## src/rfs_pkg.sv

```systemverilog
// constants, types and layout of the radio section fault supervision block
// How it works
// - while insertion is active, data out is replaced by all ones.
// - adaptation sink request is payload mismatch or alignment loss or alarm.
// - termination sink request is alarm, signal loss, trace mismatch, rx fail.
// - all-ones insertion starts at the next frame tick, within two frames.
// - all-ones insertion stops at the next frame tick, within two frames.
// - trail fail is alarm or signal loss or trace mismatch or rx fail.
// - with server-fail selected, server fail replaces alarm detection.
// - supervision mode: trail fail is server fail, not unequipped, or trace.
// - with server-fail selected, trail fail drives adaptation insertion; it always goes out for protection.
// - causes follow their expressions each cycle, no hysteresis.
// - rx loss cause needs no rx fail; rx fail cause is plain.
// - demod loss cause is demod loss without demod fail.
// - demod fail cause needs neither rx loss nor rx fail.
// - tx loss cause needs neither tx fail nor modulator fail.
// - tx fail cause is tx fail without modulator fail.
// - modulator loss cause excludes mod fail; mod fail cause is plain.
// - rx level below a threshold in a second flags that index.
// - with power control, tx level above threshold flags the second.
package rfs_pkg;
  localparam int CLK_HZ = 50_000_000;
  localparam int SEC_TIME_S = 1;
  localparam int SEC_CYCLES = SEC_TIME_S * CLK_HZ;
  localparam int SEC_W = 26;
  localparam int AIS_MAX_FRAMES = 2;
  localparam int PERSIST_FRAMES = 3;
  localparam int PERS_W = 8;
  localparam int LVL_W = 8;
  localparam int DATA_W = 8;
  localparam int CNT_W = 16;
  localparam int ADDR_W = 5;
  localparam int N_RX_TH = 2;
  localparam int N_CAUSE = 8;
  localparam int N_CH = 2;
  localparam logic [ADDR_W-1:0] OFF_CTRL = 5'h00;
  localparam logic [ADDR_W-1:0] OFF_RX_TH1 = 5'h04;
  localparam logic [ADDR_W-1:0] OFF_RX_TH2 = 5'h08;
  localparam logic [ADDR_W-1:0] OFF_TX_TH1 = 5'h0c;
  localparam logic [ADDR_W-1:0] OFF_STATUS = 5'h10;
  localparam logic [ADDR_W-1:0] OFF_RX_CNT = 5'h14;
  localparam logic [ADDR_W-1:0] OFF_TX_CNT = 5'h18;
  localparam int CTL_MON = 0;
  localparam int CTL_AUTO_TX_POWER_CONTROL = 1;
  localparam int CTL_SUPV = 2;
  localparam int CTL_SSF = 3;
  localparam int CTL_W = 4;
  localparam logic [CTL_W-1:0] CTRL_RST = 4'h1;
  localparam logic [LVL_W-1:0] RX_TH_RST = 8'h00;
  localparam logic [LVL_W-1:0] TX_TH_RST = 8'hff;
  localparam logic [CNT_W-1:0] CNT_MAX = 16'hffff;
  localparam logic [1:0] RESP_OKAY = 2'b00;
  localparam logic [1:0] RESP_SLVERR = 2'b10;
  localparam int ST_FAIL = 8;
  localparam int ST_AIS = 16;
  localparam int ST_TSF = 17;
  localparam int ST_INS = 18;
  localparam int CS_RXL = 0;
  localparam int CS_RXF = 1;
  localparam int CS_DML = 2;
  localparam int CS_DMF = 3;
  localparam int CS_TXL = 4;
  localparam int CS_TXF = 5;
  localparam int CS_MDL = 6;
  localparam int CS_MDF = 7;
  localparam int CH_SINK = 0;
  localparam int CH_SRC = 1;
  typedef enum logic {INS_PASS = 1'b0, INS_FORCE = 1'b1} rfs_ins_e;
endpackage : rfs_pkg

```

## src/rfs_persist.sv

```systemverilog
// persistency filter: output follows input after it differs for n frames
`timescale 1ns/10ps
module rfs_persist
  import rfs_pkg::*;
#(
  parameter int FRAMES = PERSIST_FRAMES
) (
  input wire logic ref_clk,
  input wire logic rst,
  input wire logic frame_pulse,
  input wire logic cause_in,
  output logic fail_out
);
  logic [PERS_W-1:0] cnt_reg;
  logic fail_reg;
  wire differ = cause_in != fail_reg;
  wire done = cnt_reg >= PERS_W'(FRAMES - 1);

  // a cause that flickers restarts the count, so brief glitches never show
  always_ff @(posedge ref_clk) begin
    if (rst) begin
      cnt_reg <= '0;
      fail_reg <= 1'b0;
    end else if (!differ) begin
      cnt_reg <= '0;
    end else if (frame_pulse) begin
      if (done) begin
        fail_reg <= cause_in;
        cnt_reg <= '0;
      end else begin
        cnt_reg <= cnt_reg + PERS_W'(1);
      end
    end
  end

  assign fail_out = fail_reg;
endmodule : rfs_persist

```

## src/rfs_supervisor.sv

```systemverilog
// fault supervision: all-ones insertion, trail fail, causes, level seconds
`timescale 1ns/10ps
module rfs_supervisor
  import rfs_pkg::*;
#(
  parameter int SEC_CNT = SEC_CYCLES
) (
  input wire logic ref_clk,
  input wire logic rst,
  input wire logic s_axi_awvalid,
  output logic s_axi_awready,
  input wire logic [31:0] s_axi_awaddr,
  input wire logic [2:0] s_axi_awprot,
  input wire logic s_axi_wvalid,
  output logic s_axi_wready,
  input wire logic [31:0] s_axi_wdata,
  input wire logic [3:0] s_axi_wstrb,
  output logic s_axi_bvalid,
  input wire logic s_axi_bready,
  output logic [1:0] s_axi_bresp,
  input wire logic s_axi_arvalid,
  output logic s_axi_arready,
  input wire logic [31:0] s_axi_araddr,
  input wire logic [2:0] s_axi_arprot,
  output logic s_axi_rvalid,
  input wire logic s_axi_rready,
  output logic [31:0] s_axi_rdata,
  output logic [1:0] s_axi_rresp,
  input wire logic frame_pulse,
  input wire logic payload_mismatch_defect,
  input wire logic alignment_loss_defect,
  input wire logic alarm_ind_defect,
  input wire logic unequipped_defect,
  input wire logic trace_mismatch_defect,
  input wire logic server_fail_in,
  input wire logic receiver_signal_loss,
  input wire logic demod_signal_loss,
  input wire logic receiver_fail,
  input wire logic demod_fail,
  input wire logic transmitter_signal_loss,
  input wire logic transmitter_fail,
  input wire logic modulator_signal_loss,
  input wire logic modulator_fail,
  input wire logic [LVL_W-1:0] received_level,
  input wire logic [LVL_W-1:0] transmitted_level,
  input wire logic [DATA_W-1:0] sink_data_in,
  output logic [DATA_W-1:0] sink_data_out,
  input wire logic [DATA_W-1:0] src_data_in,
  output logic [DATA_W-1:0] src_data_out,
  output logic all_ones_insert_request,
  output logic trail_fail_out,
  output logic [N_CAUSE-1:0] fault_cause,
  output logic [N_CAUSE-1:0] failure_out,
  output logic [N_RX_TH-1:0] rx_level_threshold_second,
  output logic tx_level_threshold_second
);
  function automatic logic [ADDR_W-1:0] reg_idx(input logic [31:0] a);
    reg_idx = {a[ADDR_W-1:2], 2'b00};
  endfunction : reg_idx

  function automatic logic mapped(input logic [31:0] a);
    mapped = (a[31:ADDR_W] == '0) && (reg_idx(a) <= OFF_TX_CNT);
  endfunction : mapped

  logic [CTL_W-1:0] ctrl_reg;
  logic [LVL_W-1:0] rx_th_reg [N_RX_TH];
  logic [LVL_W-1:0] tx_th_reg;
  logic [CNT_W-1:0] rx_cnt_reg [N_RX_TH];
  logic [CNT_W-1:0] tx_cnt_reg;
  logic aw_hold_reg, w_hold_reg;
  logic [31:0] awaddr_reg, wdata_reg;
  logic [3:0] wstrb_reg;
  logic [N_CAUSE-1:0] cause_reg;
  logic ais_reg, tsf_reg;

  wire mon_en = ctrl_reg[CTL_MON];
  wire auto_tx_power_control_en = ctrl_reg[CTL_AUTO_TX_POWER_CONTROL];
  wire supv_mode = ctrl_reg[CTL_SUPV];
  wire ssf_sel = ctrl_reg[CTL_SSF];

  // defect combination
  wire alarm_term = ssf_sel ? server_fail_in : alarm_ind_defect;
  wire sig_loss = receiver_signal_loss | demod_signal_loss;
  wire rx_fail = receiver_fail | demod_fail;
  wire tsf_norm = alarm_term | sig_loss | trace_mismatch_defect | rx_fail;
  wire tsf_supv = server_fail_in | ~unequipped_defect
                  | trace_mismatch_defect;
  wire tsf_next = supv_mode ? tsf_supv : tsf_norm;
  wire term_req = alarm_term | sig_loss | trace_mismatch_defect
                  | rx_fail;
  // without own alarm detection the adaptation sink takes trail fail
  wire adapt_alarm = ssf_sel ? tsf_reg : alarm_ind_defect;
  wire adapt_req = payload_mismatch_defect | alignment_loss_defect
                   | adapt_alarm;
  wire sink_req = term_req | adapt_req;
  wire src_req = server_fail_in;

  // correlated causes, re-evaluated every cycle
  logic [N_CAUSE-1:0] cause_next;
  assign cause_next[CS_RXL] = mon_en & receiver_signal_loss
                              & ~receiver_fail;
  assign cause_next[CS_RXF] = mon_en & receiver_fail;
  assign cause_next[CS_DML] = mon_en & demod_signal_loss
                              & ~demod_fail;
  assign cause_next[CS_DMF] = mon_en & demod_fail
                              & ~(receiver_signal_loss | receiver_fail);
  assign cause_next[CS_TXL] = mon_en & transmitter_signal_loss
                              & ~(transmitter_fail | modulator_fail);
  assign cause_next[CS_TXF] = mon_en & transmitter_fail
                              & ~modulator_fail;
  assign cause_next[CS_MDL] = mon_en & modulator_signal_loss
                              & ~modulator_fail;
  assign cause_next[CS_MDF] = mon_en & modulator_fail;

  always_ff @(posedge ref_clk) begin
    if (rst) begin
      cause_reg <= '0;
      ais_reg <= 1'b0;
      tsf_reg <= 1'b0;
    end else begin
      cause_reg <= cause_next;
      ais_reg <= sink_req;
      tsf_reg <= tsf_next;
    end
  end
  assign fault_cause = cause_reg;
  assign all_ones_insert_request = ais_reg;
  assign trail_fail_out = tsf_reg;

  genvar gi;
  generate
    for (gi = 0; gi < N_CAUSE; gi++) begin : g_persist
      rfs_persist #(.FRAMES(PERSIST_FRAMES)) u_persist (
        .ref_clk(ref_clk),
        .rst(rst),
        .frame_pulse(frame_pulse),
        .cause_in(cause_reg[gi]),
        .fail_out(failure_out[gi])
      );
    end
  endgenerate

  // insertion: state moves only on frame ticks, so within two frames
  rfs_ins_e ins_reg [N_CH];
  logic [DATA_W-1:0] dout_reg [N_CH];
  wire [N_CH-1:0] ch_req = {src_req, sink_req};
  wire [DATA_W-1:0] ch_din [N_CH];
  assign ch_din[CH_SINK] = sink_data_in;
  assign ch_din[CH_SRC] = src_data_in;
  generate
    for (gi = 0; gi < N_CH; gi++) begin : g_ins
      always_ff @(posedge ref_clk) begin
        if (rst) begin
          ins_reg[gi] <= INS_PASS;
        end else if (frame_pulse) begin
          case (ch_req[gi])
            1'b1: ins_reg[gi] <= INS_FORCE;
            1'b0: ins_reg[gi] <= INS_PASS;
            default: ins_reg[gi] <= INS_PASS;
          endcase
        end
      end
      always_ff @(posedge ref_clk) begin
        if (rst) begin
          dout_reg[gi] <= '1;
        end else begin
          dout_reg[gi] <= (ins_reg[gi] == INS_FORCE) ? '1
                          : ch_din[gi];
        end
      end
    end
  endgenerate
  assign sink_data_out = dout_reg[CH_SINK];
  assign src_data_out = dout_reg[CH_SRC];

  // one-second intervals from the block clock
  logic [SEC_W-1:0] sec_cnt_reg;
  logic sec_tick_reg;
  logic [N_RX_TH-1:0] rx_hit_reg, rx_pls_reg;
  logic tx_hit_reg, tx_pls_reg;
  logic [N_RX_TH-1:0] rx_below;
  wire sec_end = sec_cnt_reg == SEC_W'(SEC_CNT - 1);
  wire tx_above = auto_tx_power_control_en & (transmitted_level > tx_th_reg);
  generate
    for (gi = 0; gi < N_RX_TH; gi++) begin : g_rxcmp
      assign rx_below[gi] = received_level < rx_th_reg[gi];
    end
  endgenerate

  always_ff @(posedge ref_clk) begin
    if (rst) begin
      sec_cnt_reg <= '0;
      sec_tick_reg <= 1'b0;
    end else begin
      sec_tick_reg <= sec_end;
      sec_cnt_reg <= sec_end ? '0 : sec_cnt_reg + SEC_W'(1);
    end
  end

  // a hit in the tick cycle, the first of the next second, is kept by restarting from the compare
  always_ff @(posedge ref_clk) begin
    if (rst) begin
      rx_hit_reg <= '0;
      tx_hit_reg <= 1'b0;
      rx_pls_reg <= '0;
      tx_pls_reg <= 1'b0;
    end else if (sec_tick_reg) begin
      rx_pls_reg <= rx_hit_reg;
      tx_pls_reg <= tx_hit_reg;
      rx_hit_reg <= rx_below;
      tx_hit_reg <= tx_above;
    end else begin
      rx_pls_reg <= '0;
      tx_pls_reg <= 1'b0;
      rx_hit_reg <= rx_hit_reg | rx_below;
      tx_hit_reg <= tx_hit_reg | tx_above;
    end
  end
  assign rx_level_threshold_second = rx_pls_reg;
  assign tx_level_threshold_second = tx_pls_reg;

  // axi4-lite write side
  logic awready_reg, wready_reg, bvalid_reg;
  logic [1:0] bresp_reg;
  wire do_write = aw_hold_reg & w_hold_reg & ~bvalid_reg;
  wire [ADDR_W-1:0] widx = reg_idx(awaddr_reg);
  wire wr_lo = do_write & wstrb_reg[0] & mapped(awaddr_reg);

  always_ff @(posedge ref_clk) begin
    if (rst) begin
      awready_reg <= 1'b0;
      wready_reg <= 1'b0;
      aw_hold_reg <= 1'b0;
      w_hold_reg <= 1'b0;
      bvalid_reg <= 1'b0;
      bresp_reg <= RESP_OKAY;
      awaddr_reg <= '0;
      wdata_reg <= '0;
      wstrb_reg <= '0;
    end else begin
      if (awready_reg) begin
        awready_reg <= 1'b0;
        aw_hold_reg <= 1'b1;
        awaddr_reg <= s_axi_awaddr;
      end else if (s_axi_awvalid && !aw_hold_reg && !bvalid_reg) begin
        awready_reg <= 1'b1;
      end
      if (wready_reg) begin
        wready_reg <= 1'b0;
        w_hold_reg <= 1'b1;
        wdata_reg <= s_axi_wdata;
        wstrb_reg <= s_axi_wstrb;
      end else if (s_axi_wvalid && !w_hold_reg && !bvalid_reg) begin
        wready_reg <= 1'b1;
      end
      if (do_write) begin
        aw_hold_reg <= 1'b0;
        w_hold_reg <= 1'b0;
        bvalid_reg <= 1'b1;
        bresp_reg <= mapped(awaddr_reg) ? RESP_OKAY : RESP_SLVERR;
      end else if (bvalid_reg && s_axi_bready) begin
        bvalid_reg <= 1'b0;
      end
    end
  end
  assign s_axi_awready = awready_reg;
  assign s_axi_wready = wready_reg;
  assign s_axi_bvalid = bvalid_reg;
  assign s_axi_bresp = bresp_reg;

  // thresholds rest at values that never flag until software loads them
  always_ff @(posedge ref_clk) begin
    if (rst) begin
      ctrl_reg <= CTRL_RST;
      rx_th_reg[0] <= RX_TH_RST;
      rx_th_reg[1] <= RX_TH_RST;
      tx_th_reg <= TX_TH_RST;
    end else if (wr_lo) begin
      if (widx == OFF_CTRL) ctrl_reg <= wdata_reg[CTL_W-1:0];
      if (widx == OFF_RX_TH1) rx_th_reg[0] <= wdata_reg[LVL_W-1:0];
      if (widx == OFF_RX_TH2) rx_th_reg[1] <= wdata_reg[LVL_W-1:0];
      if (widx == OFF_TX_TH1) tx_th_reg <= wdata_reg[LVL_W-1:0];
    end
  end

  // saturating second counters; a write to the counter word clears it
  wire clr_rx = wr_lo && widx == OFF_RX_CNT;
  wire clr_tx = wr_lo && widx == OFF_TX_CNT;
  generate
    for (gi = 0; gi < N_RX_TH; gi++) begin : g_rxcnt
      always_ff @(posedge ref_clk) begin
        if (rst) begin
          rx_cnt_reg[gi] <= '0;
        end else if (rx_pls_reg[gi] && rx_cnt_reg[gi] != CNT_MAX) begin
          rx_cnt_reg[gi] <= clr_rx ? CNT_W'(1)
                            : rx_cnt_reg[gi] + CNT_W'(1);
        end else if (clr_rx) begin
          rx_cnt_reg[gi] <= '0;
        end
      end
    end
  endgenerate
  always_ff @(posedge ref_clk) begin
    if (rst) begin
      tx_cnt_reg <= '0;
    end else if (tx_pls_reg && tx_cnt_reg != CNT_MAX) begin
      tx_cnt_reg <= clr_tx ? CNT_W'(1) : tx_cnt_reg + CNT_W'(1);
    end else if (clr_tx) begin
      tx_cnt_reg <= '0;
    end
  end

  // axi4-lite read side
  logic arready_reg, rvalid_reg;
  logic [31:0] araddr_reg, rdata_reg;
  logic [1:0] rresp_reg;
  logic [31:0] rd_mux;
  wire [ADDR_W-1:0] ridx = reg_idx(araddr_reg);
  always_comb begin
    rd_mux = '0;
    case (ridx)
      OFF_CTRL: rd_mux[CTL_W-1:0] = ctrl_reg;
      OFF_RX_TH1: rd_mux[LVL_W-1:0] = rx_th_reg[0];
      OFF_RX_TH2: rd_mux[LVL_W-1:0] = rx_th_reg[1];
      OFF_TX_TH1: rd_mux[LVL_W-1:0] = tx_th_reg;
      OFF_STATUS: rd_mux[ST_INS+N_CH-1:0] = {ins_reg[CH_SRC],
        ins_reg[CH_SINK], tsf_reg, ais_reg, failure_out, cause_reg};
      OFF_RX_CNT: rd_mux = {rx_cnt_reg[1], rx_cnt_reg[0]};
      OFF_TX_CNT: rd_mux[CNT_W-1:0] = tx_cnt_reg;
      default: rd_mux = '0;
    endcase
  end

  logic ar_hold_reg;
  always_ff @(posedge ref_clk) begin
    if (rst) begin
      arready_reg <= 1'b0;
      ar_hold_reg <= 1'b0;
      rvalid_reg <= 1'b0;
      araddr_reg <= '0;
      rdata_reg <= '0;
      rresp_reg <= RESP_OKAY;
    end else begin
      if (arready_reg) begin
        arready_reg <= 1'b0;
        ar_hold_reg <= 1'b1;
        araddr_reg <= s_axi_araddr;
      end else if (s_axi_arvalid && !ar_hold_reg && !rvalid_reg) begin
        arready_reg <= 1'b1;
      end
      if (ar_hold_reg && !rvalid_reg) begin
        ar_hold_reg <= 1'b0;
        rvalid_reg <= 1'b1;
        rdata_reg <= mapped(araddr_reg) ? rd_mux : '0;
        rresp_reg <= mapped(araddr_reg) ? RESP_OKAY : RESP_SLVERR;
      end else if (rvalid_reg && s_axi_rready) begin
        rvalid_reg <= 1'b0;
      end
    end
  end
  assign s_axi_arready = arready_reg;
  assign s_axi_rvalid = rvalid_reg;
  assign s_axi_rdata = rdata_reg;
  assign s_axi_rresp = rresp_reg;
endmodule : rfs_supervisor

```

## config.mk

```make
export PLATFORM = sky130hd
export DESIGN_NAME = rfs_supervisor
export DESIGN_NICKNAME = d
export VERILOG_FILES = /design/src/rfs_pkg.sv /design/src/rfs_persist.sv /design/src/rfs_supervisor.sv
export SDC_FILE = /design/constraint.sdc
export NUM_CORES = 1
export LEC_CHECK = 0
export BUFFER_PORTS_ARGS = -buffer_cell sky130_fd_sc_hd__buf_2
export CORE_ASPECT_RATIO = 0.6
export CORE_UTILIZATION = 50
export CTS_CLUSTER_DIAMETER = 200
export DETAILED_ROUTE_END_ITERATION = 16
export GPL_ROUTABILITY_DRIVEN = 0
export HOLD_SLACK_MARGIN = 0.06
export PLACE_DENSITY = 0.7
export SETUP_SLACK_MARGIN = 0.1
export SYNTH_ARGS = -nofsm -noshare
export SYNTH_HDL_FRONTEND = slang
export SYNTH_SLANG_ARGS = --single-unit
```

## constraint.sdc

```tcl
create_clock -name ref_clk -period 4.12 [get_ports ref_clk]
set_clock_uncertainty 0.05 [all_clocks]
set_input_delay 0 -clock ref_clk [delete_from_list [all_inputs] [get_ports ref_clk]]
set_output_delay 0 -clock ref_clk [all_outputs]
set_load 0.01 [all_outputs]
```

==> impl_metrics.env, run 1 <==
export IMPL_endpoint_kind="flop"
export IMPL_hold_end="s_axi_rvalid"
export IMPL_tritoncts="built"
export IMPL_cts_buffers=29
export IMPL_synth_simple_gate_area_share_pct=20.8
export IMPL_r2r_start="awaddr_reg[7]"
export IMPL_required_ns=4.35
export IMPL_async_flop_share_pct=0
export IMPL_drt_iter0_drc=963
export IMPL_slew_headroom_pct=20.4
export IMPL_clkLatencyLatePin_ns=0.56
export IMPL_ys_warn_count=0
export IMPL_drc=0
export IMPL_cap_viol_max_count=0
export IMPL_synth_area_leaders="dfxtp_1 (38%), edfxtp_1 (11%), mux2i_1 (7.3%), nor2_1 (7.2%), xor2_1 (3.8%)"
export IMPL_stdcell_area_mm2=0.0174
export IMPL_place_area_mm2=0.0152
export IMPL_wire_per_inst_um=16.8
export IMPL_ir_worst_vdd_v=0.000301
export IMPL_setup_viol=0
export IMPL_synth_compound_area_share_pct=7.57
export IMPL_setup_ws_ns=1.22
export IMPL_fin_util_pct=62.9
export IMPL_die_area_mm2=0.0288
export IMPL_period_needed_ns=2.90
export IMPL_port_buffers=198
export IMPL_synthToLayoutAreaGrowth_pct=23.6
export IMPL_cts_sinks=320
export IMPL_row_count=47
export IMPL_yosysTopAreaCell="dfxtp_1"
export IMPL_yosysMostFrequentCell="dfxtp_1"
export IMPL_outcome="complete, no violations"
export IMPL_rsz0062_at_grt="no"
export IMPL_htree_levels=1
export IMPL_powerDensity_mw_per_mm2=386
export IMPL_die_h_um=132
export IMPL_power_leakage_nw=6.89
export IMPL_min_from="s_axi_rready"
export IMPL_critPathMaxFanout=15
export IMPL_track_usage_pct=24.3
export IMPL_r2r_cells=5
export IMPL_final_net_count=1923
export IMPL_worst_pin_slew_ns=1.19
export IMPL_muxShareOfSynthArea_pct=7.98
export IMPL_r2r_end="rx_cnt_reg[1][4]"
export IMPL_vias_per_cell=5.38
export IMPL_synthCells=1445
export IMPL_clock_fmax_ghz=0.344
export IMPL_critPathLaunchType="flop"
export IMPL_post_synth_num_cell_types=63
export IMPL_yosys_top_cells_count="dfxtp_1 (270), nor2_1 (268), mux2i_1 (103)"
export IMPL_synth_xor_area_share_pct=6.36
export IMPL_hold_class="in -> reg"
export IMPL_synth_top_family_by_area="simple AND/OR/NAND/NOR gates"
export IMPL_initial_core_util_pct=50.9
export IMPL_synth_edf_count=50
export IMPL_hold_violations=0
export IMPL_avgSynthCellArea_um2=9.72
export IMPL_yosysSeqAreaShare_pct=49.2
export IMPL_ctsResizeCount=0
export IMPL_cts_clk_slew_worst_paths_ns=0.07
export IMPL_grt_pass1_wl_um=56500
export IMPL_root_buffer="clkbuf_16"
export IMPL_core_area_mm2=0.0276
export IMPL_power_w=0.00670
export IMPL_ys_ff_latch=320
export IMPL_critPathSlowestCell="nor4bb_1"
export IMPL_gr_total_overflow=0
export IMPL_largest_register_ffs=64
export IMPL_cp_cell_sequence="nor4_2 -> nand4_2 -> nor4bb_1 -> or3_1 -> nor2_1"
export IMPL_dp_hpwl_um=24500
export IMPL_synthFlopType="dfxtp_1"
export IMPL_ios=238
export IMPL_maxSlewViolCount=0
export IMPL_timing_final_crit_share_pct=70.5
export IMPL_drive_gt1_share_pct=16.7
export IMPL_yosysTopAreaCellShare_pct=38.5
export IMPL_synth_area_mm2=0.0140
export IMPL_grt_pass1_vias=10600
export IMPL_detail_route_wirelength_um=35500
export IMPL_crit_type="reg -> reg"
export IMPL_ctsLongestPathBuffers=3
export IMPL_die_x_um=218
export IMPL_r2r_setup_slack_ns=1.22
export IMPL_cp_arrival_ns=3.13
export IMPL_antenna_left=0
export IMPL_grt_max_degree=83
export IMPL_drtPass1Iterations=5
export IMPL_diodes=0
export IMPL_antenna_found_initial=0
export IMPL_synth_adder_area_share_pct=3.74
export IMPL_holdPathStages=3
export IMPL_vias=11400
export IMPL_max_stage_delay_ns=0.89
export IMPL_place_ws_ns=1.31
export IMPL_setup_tns_ns=0
[routing by layer]
metal	up-vias	global-route usage [%]	wire, um
li1	5573	-	-
met1	5368	36.0	17000
met2	359	36.8	15500
met3	56	4.22	2410
met4	0	5.17	644
met5	-	0	0
[worst max-delay path, delay by kind of cell, from the launching register on]
kind | cells | cell delay (ns)
AND/OR/NAND/NOR | 5 | 2.24
flip-flops | 1 | 0.32
[worst max path at each step]
stage / slack (ns) / cells after the start / from / endpoint
detailed placement: 1.31 / 5 / awaddr_reg[7] / rx_cnt_reg[1][9]
global route: 1.11 / 5 / awaddr_reg[7] / rx_cnt_reg[1][4]
global placement: 1.36 / 5 / awaddr_reg[12] / rx_cnt_reg[1][12]
floorplan: 1.92 / 5 / rx_cnt_reg[1][0] / rx_cnt_reg[1][0]
finish: 1.22 / 5 / awaddr_reg[7] / rx_cnt_reg[1][4]
CTS: 1.25 / 9 / receiver_signal_loss / ins_reg[0]
[kinds of logic (layout without fill, tap and decap cells)]
group / Yosys count / after routing
other cells: 1 / 2
simple gates: 586 / 586
fa+ha+maj: 42 / 42
flops: 320 / 320
xor+xnor: 102 / 102
buf+inv: 134 / 430
compound gates: 152 / 152
mux: 108 / 108
[area by class of cell]
cell class / instances / area (um2)
timing repair buffer: 328 / 2270
multi-input combinational: 992 / 6550
inverter: 50 / 188
sequential: 320 / 6910
clock buffer: 43 / 892
fill: 2261 / 10200
tap: 367 / 459
clock inverter: 9 / 95.1
[where the power goes]
group | leakage [nW] | internal (W) | switching (W)
clock network | 0.493 | 0.00162 | 0.00119
logic | 3.68 | 0.000278 | 0.000261
registers | 2.71 | 0.00325 | 0.000101
[metrics by stage]
stage	hold WS, ns	std cells
floorplan	0.0258	1446
global placement	0.128	1937
detailed placement	0.131	1937
CTS	0.0850	2109
global route	0.111	2109
finish	0.102	2109
[repair_timing]
item / in CTS / in global routing
hold buffers: 120 / 0
hold endpoints to repair: 122 / 0
buffers inserted: 0 / 0
[layout by cell type, fill, tap and decap left out, types with 7 or more instances in the layout]
master,instances
dfxtp_1,268
nor2_1,267
buf_2,197
dlygate4sd3_1,120
mux2i_1,103
nand2_1,82
xor2_1,61
inv_1,50
edfxtp_1,50
ha_1,42
xnor2_1,41
nand4_1,39
nand3_1,35
a21oi_1,33
clkbuf_16,32
or3_1,28
nor4_1,24
o21ai_0,22
a22o_1,20
and3_1,16
and2_1,15
nor3_1,12
a211oi_1,12
nor2b_1,11
and4_1,11
a31oi_1,11
buf_4,11
o211ai_1,9
nor4_2,7
clkinv_2,7
Power figures use the tool's default switching activity.
==> run 2: changes to the inputs <==
Clock period 4.12 ns to 3.05 ns, I/O delays scaled along.
==> impl_metrics.env, run 2 (synthesis gave the netlist of run 1 again) <==
export IMPL_clock_fmax_ghz=0.357
export IMPL_multi_input_area_mm2=0.00655
export IMPL_r2r_end="tx_hit_reg"
export IMPL_place_ws_ns=0.641
export IMPL_root_buffer="clkbuf_16"
export IMPL_comb_power_share_pct=8.3
export IMPL_cp_arrival_ns=3.20
export IMPL_wire_per_inst_um=16.9
export IMPL_timing_final_crit_share_pct=91.9
export IMPL_critPathSlowestCell="dlygate4sd3_1"
export IMPL_endpoint_kind="flop"
export IMPL_dp_cells=1944
export IMPL_final_net_count=1942
export IMPL_grt_max_degree=63
export IMPL_maxSlewViolCount=0
export IMPL_htree_levels=1
export IMPL_setup_ws_ns=0.248
export IMPL_rsz0062_at_grt="no"
export IMPL_critPathMaxFanout=2
export IMPL_outcome="complete, no violations"
export IMPL_setup_viol=0
export IMPL_drtPass1Iterations=5
export IMPL_initial_core_util_pct=50.9
export IMPL_gr_total_overflow=0
export IMPL_dp_hpwl_um=24800
export IMPL_largest_register_ffs=64
export IMPL_clockPowerShare_pct=41.2
export IMPL_crit_end="tx_hit_reg"
export IMPL_grt_pass1_wl_um=57200
export IMPL_hold_class="in -> reg"
export IMPL_grt_pass1_vias=10900
export IMPL_tritoncts="built"
export IMPL_p_switching_w=0.00210
export IMPL_fill_cells=2199
export IMPL_core_area_mm2=0.0276
export IMPL_slew_headroom_pct=32.0
export IMPL_required_ns=3.44
export IMPL_postCtsHoldBufs=132
export IMPL_ctsResizeCount=0
export IMPL_p_sw_share_pct=23.4
export IMPL_clkLatencyLatePin_ns=0.56
export IMPL_ff_latch_area_mm2=0.00691
export IMPL_antenna_found_initial=2
export IMPL_r2r_start="tx_th_reg[5]"
export IMPL_port_buffers=198
export IMPL_fin_cells=2132
export IMPL_power_leakage_nw=7.00
export IMPL_drc=0
export IMPL_powerDensity_mw_per_mm2=512
export IMPL_vias=11500
export IMPL_cts_buffers=29
export IMPL_ir_worst_vdd_v=0.000463
export IMPL_detail_route_wirelength_um=36000
export IMPL_drive_gt1_share_pct=17.0
export IMPL_crit_type="reg -> reg"
export IMPL_power_w=0.00898
export IMPL_final_cell_mix="dfxtp_1 (268), nor2_1 (267), buf_2 (197), dlygate4sd3_1 (132), mux2i_1 (103)"
export IMPL_layout_commonest_cell="dfxtp_1"
export IMPL_vias_per_cell=5.40
export IMPL_critPathLaunchType="flop"
export IMPL_die_x_um=218
export IMPL_track_usage_pct=24.6
export IMPL_seqPwrFrac_pct=50.5
export IMPL_hold_violations=0
export IMPL_r2r_setup_slack_ns=0.25
export IMPL_r2r_cells=9
export IMPL_internal_power_w=0.00688
export IMPL_ctsLongestPathBuffers=3
export IMPL_worst_pin_slew_ns=1.02
export IMPL_die_h_um=132
export IMPL_period_needed_ns=2.80
export IMPL_cts_setup_buffers=0
export IMPL_ios=238
export IMPL_synthToLayoutAreaGrowth_pct=24.7
export IMPL_antenna_left=0
export IMPL_cts_clk_slew_worst_paths_ns=0.07
export IMPL_row_count=47
export IMPL_setup_tns_ns=0
export IMPL_fin_hold_ws_ns=0.116
export IMPL_cap_viol_max_count=0
export IMPL_drt_iter0_drc=778
export IMPL_startpoint="tx_th_reg[5]"
export IMPL_die_area_mm2=0.0288
export IMPL_cp_cell_sequence="inv_1 -> ha_1 -> a21o_1 -> a21o_1 -> a21oi_1 -> dlygate4sd3_1 -> nand2_1 -> o21a_1 -> dlygate4sd3_1"
export IMPL_max_stage_delay_ns=0.58
export IMPL_cts_sinks=320
==> run 2: changes by cell type in the layout (fill, tap and decap cells not counted) <==
cell           previous run  this run
buf_4                    11        18
bufinv_16                 2         1
clkbuf_1                  6         5
clkbuf_16                32        30
clkbuf_8                  5         9
clkinv_4                  0         1
diode_2                   0         3
dlygate4sd3_1           120       132
==> run 2: worst min-delay path by stage <==
stage	startpoint	to	slack, ns	cells past startpoint
finish	src_data_in[2]	dout_reg[1][2]	0.12	3
CTS	s_axi_rready	s_axi_rvalid	0.09	3
global route	src_data_in[1]	dout_reg[1][1]	0.12	3
floorplan	modulator_fail	fault_cause[5]	0.03	1
detailed placement	sink_data_in[6]	dout_reg[0][6]	0.13	2
global placement	src_data_in[4]	dout_reg[1][4]	0.13	2
==> run 2: power groups by stage <==
stage                     logic (W)  registers [W]  clock network (W)
after floorplan            0.000424        0.00456                  0
after global placement     0.000577        0.00462                  0
after detailed placement   0.000593        0.00463                  0
after CTS                  0.000726        0.00453            0.00376
after global routing       0.000805        0.00455            0.00392
final                      0.000744        0.00454            0.00370
==> run 2: final cells by class <==
| class | instances | share of cell area [%] |
|---|---|---|
| Clock inverter | 9 | 0.421 |
| Sequential cell | 320 | 39.4 |
| Timing Repair Buffer | 347 | 13.9 |
| Tap cell | 367 | 2.62 |
| Antenna cell | 3 | 0.0428 |
| Clock buffer | 44 | 5.10 |
| Multi-Input combinational cell | 992 | 37.4 |
| Inverter | 50 | 1.07 |
==> run 2: through the flow <==
| stage | cell area (um2) | utilization (%) |
|---|---|---|
| 5_1_grt | 17500 | 63.5 |
| 3_5_place_dp | 15200 | 55.2 |
| 2_1_floorplan | 14100 | - |
| 3_3_place_gp | 15200 | 55.2 |
| 6_report | 17500 | 63.5 |
| 4_1_cts | 17500 | 63.5 |
==> run 2: metal layers <==
layer / part of all wire [%] / GRT usage [%] / up-vias
met3: 7.3 / 4.31 / 62
met4: 2.6 / 7.26 / 0
met2: 42 / 37.4 / 396
met5: 0 / 0 / -
li1: - / - / 5619
met1: 48 / 35.7 / 5430
==> run 2: worst max-delay path: cells and delay by family (launching register included) <==
kind                     cells  cell delay [ns]
AO/OA/AOI/OAI                4             0.66
flip-flops                   1             0.40
AND/OR/NAND/NOR              1             0.06
adder cells (fa/ha/maj)      1             0.31
buffers and inverters        3             1.23
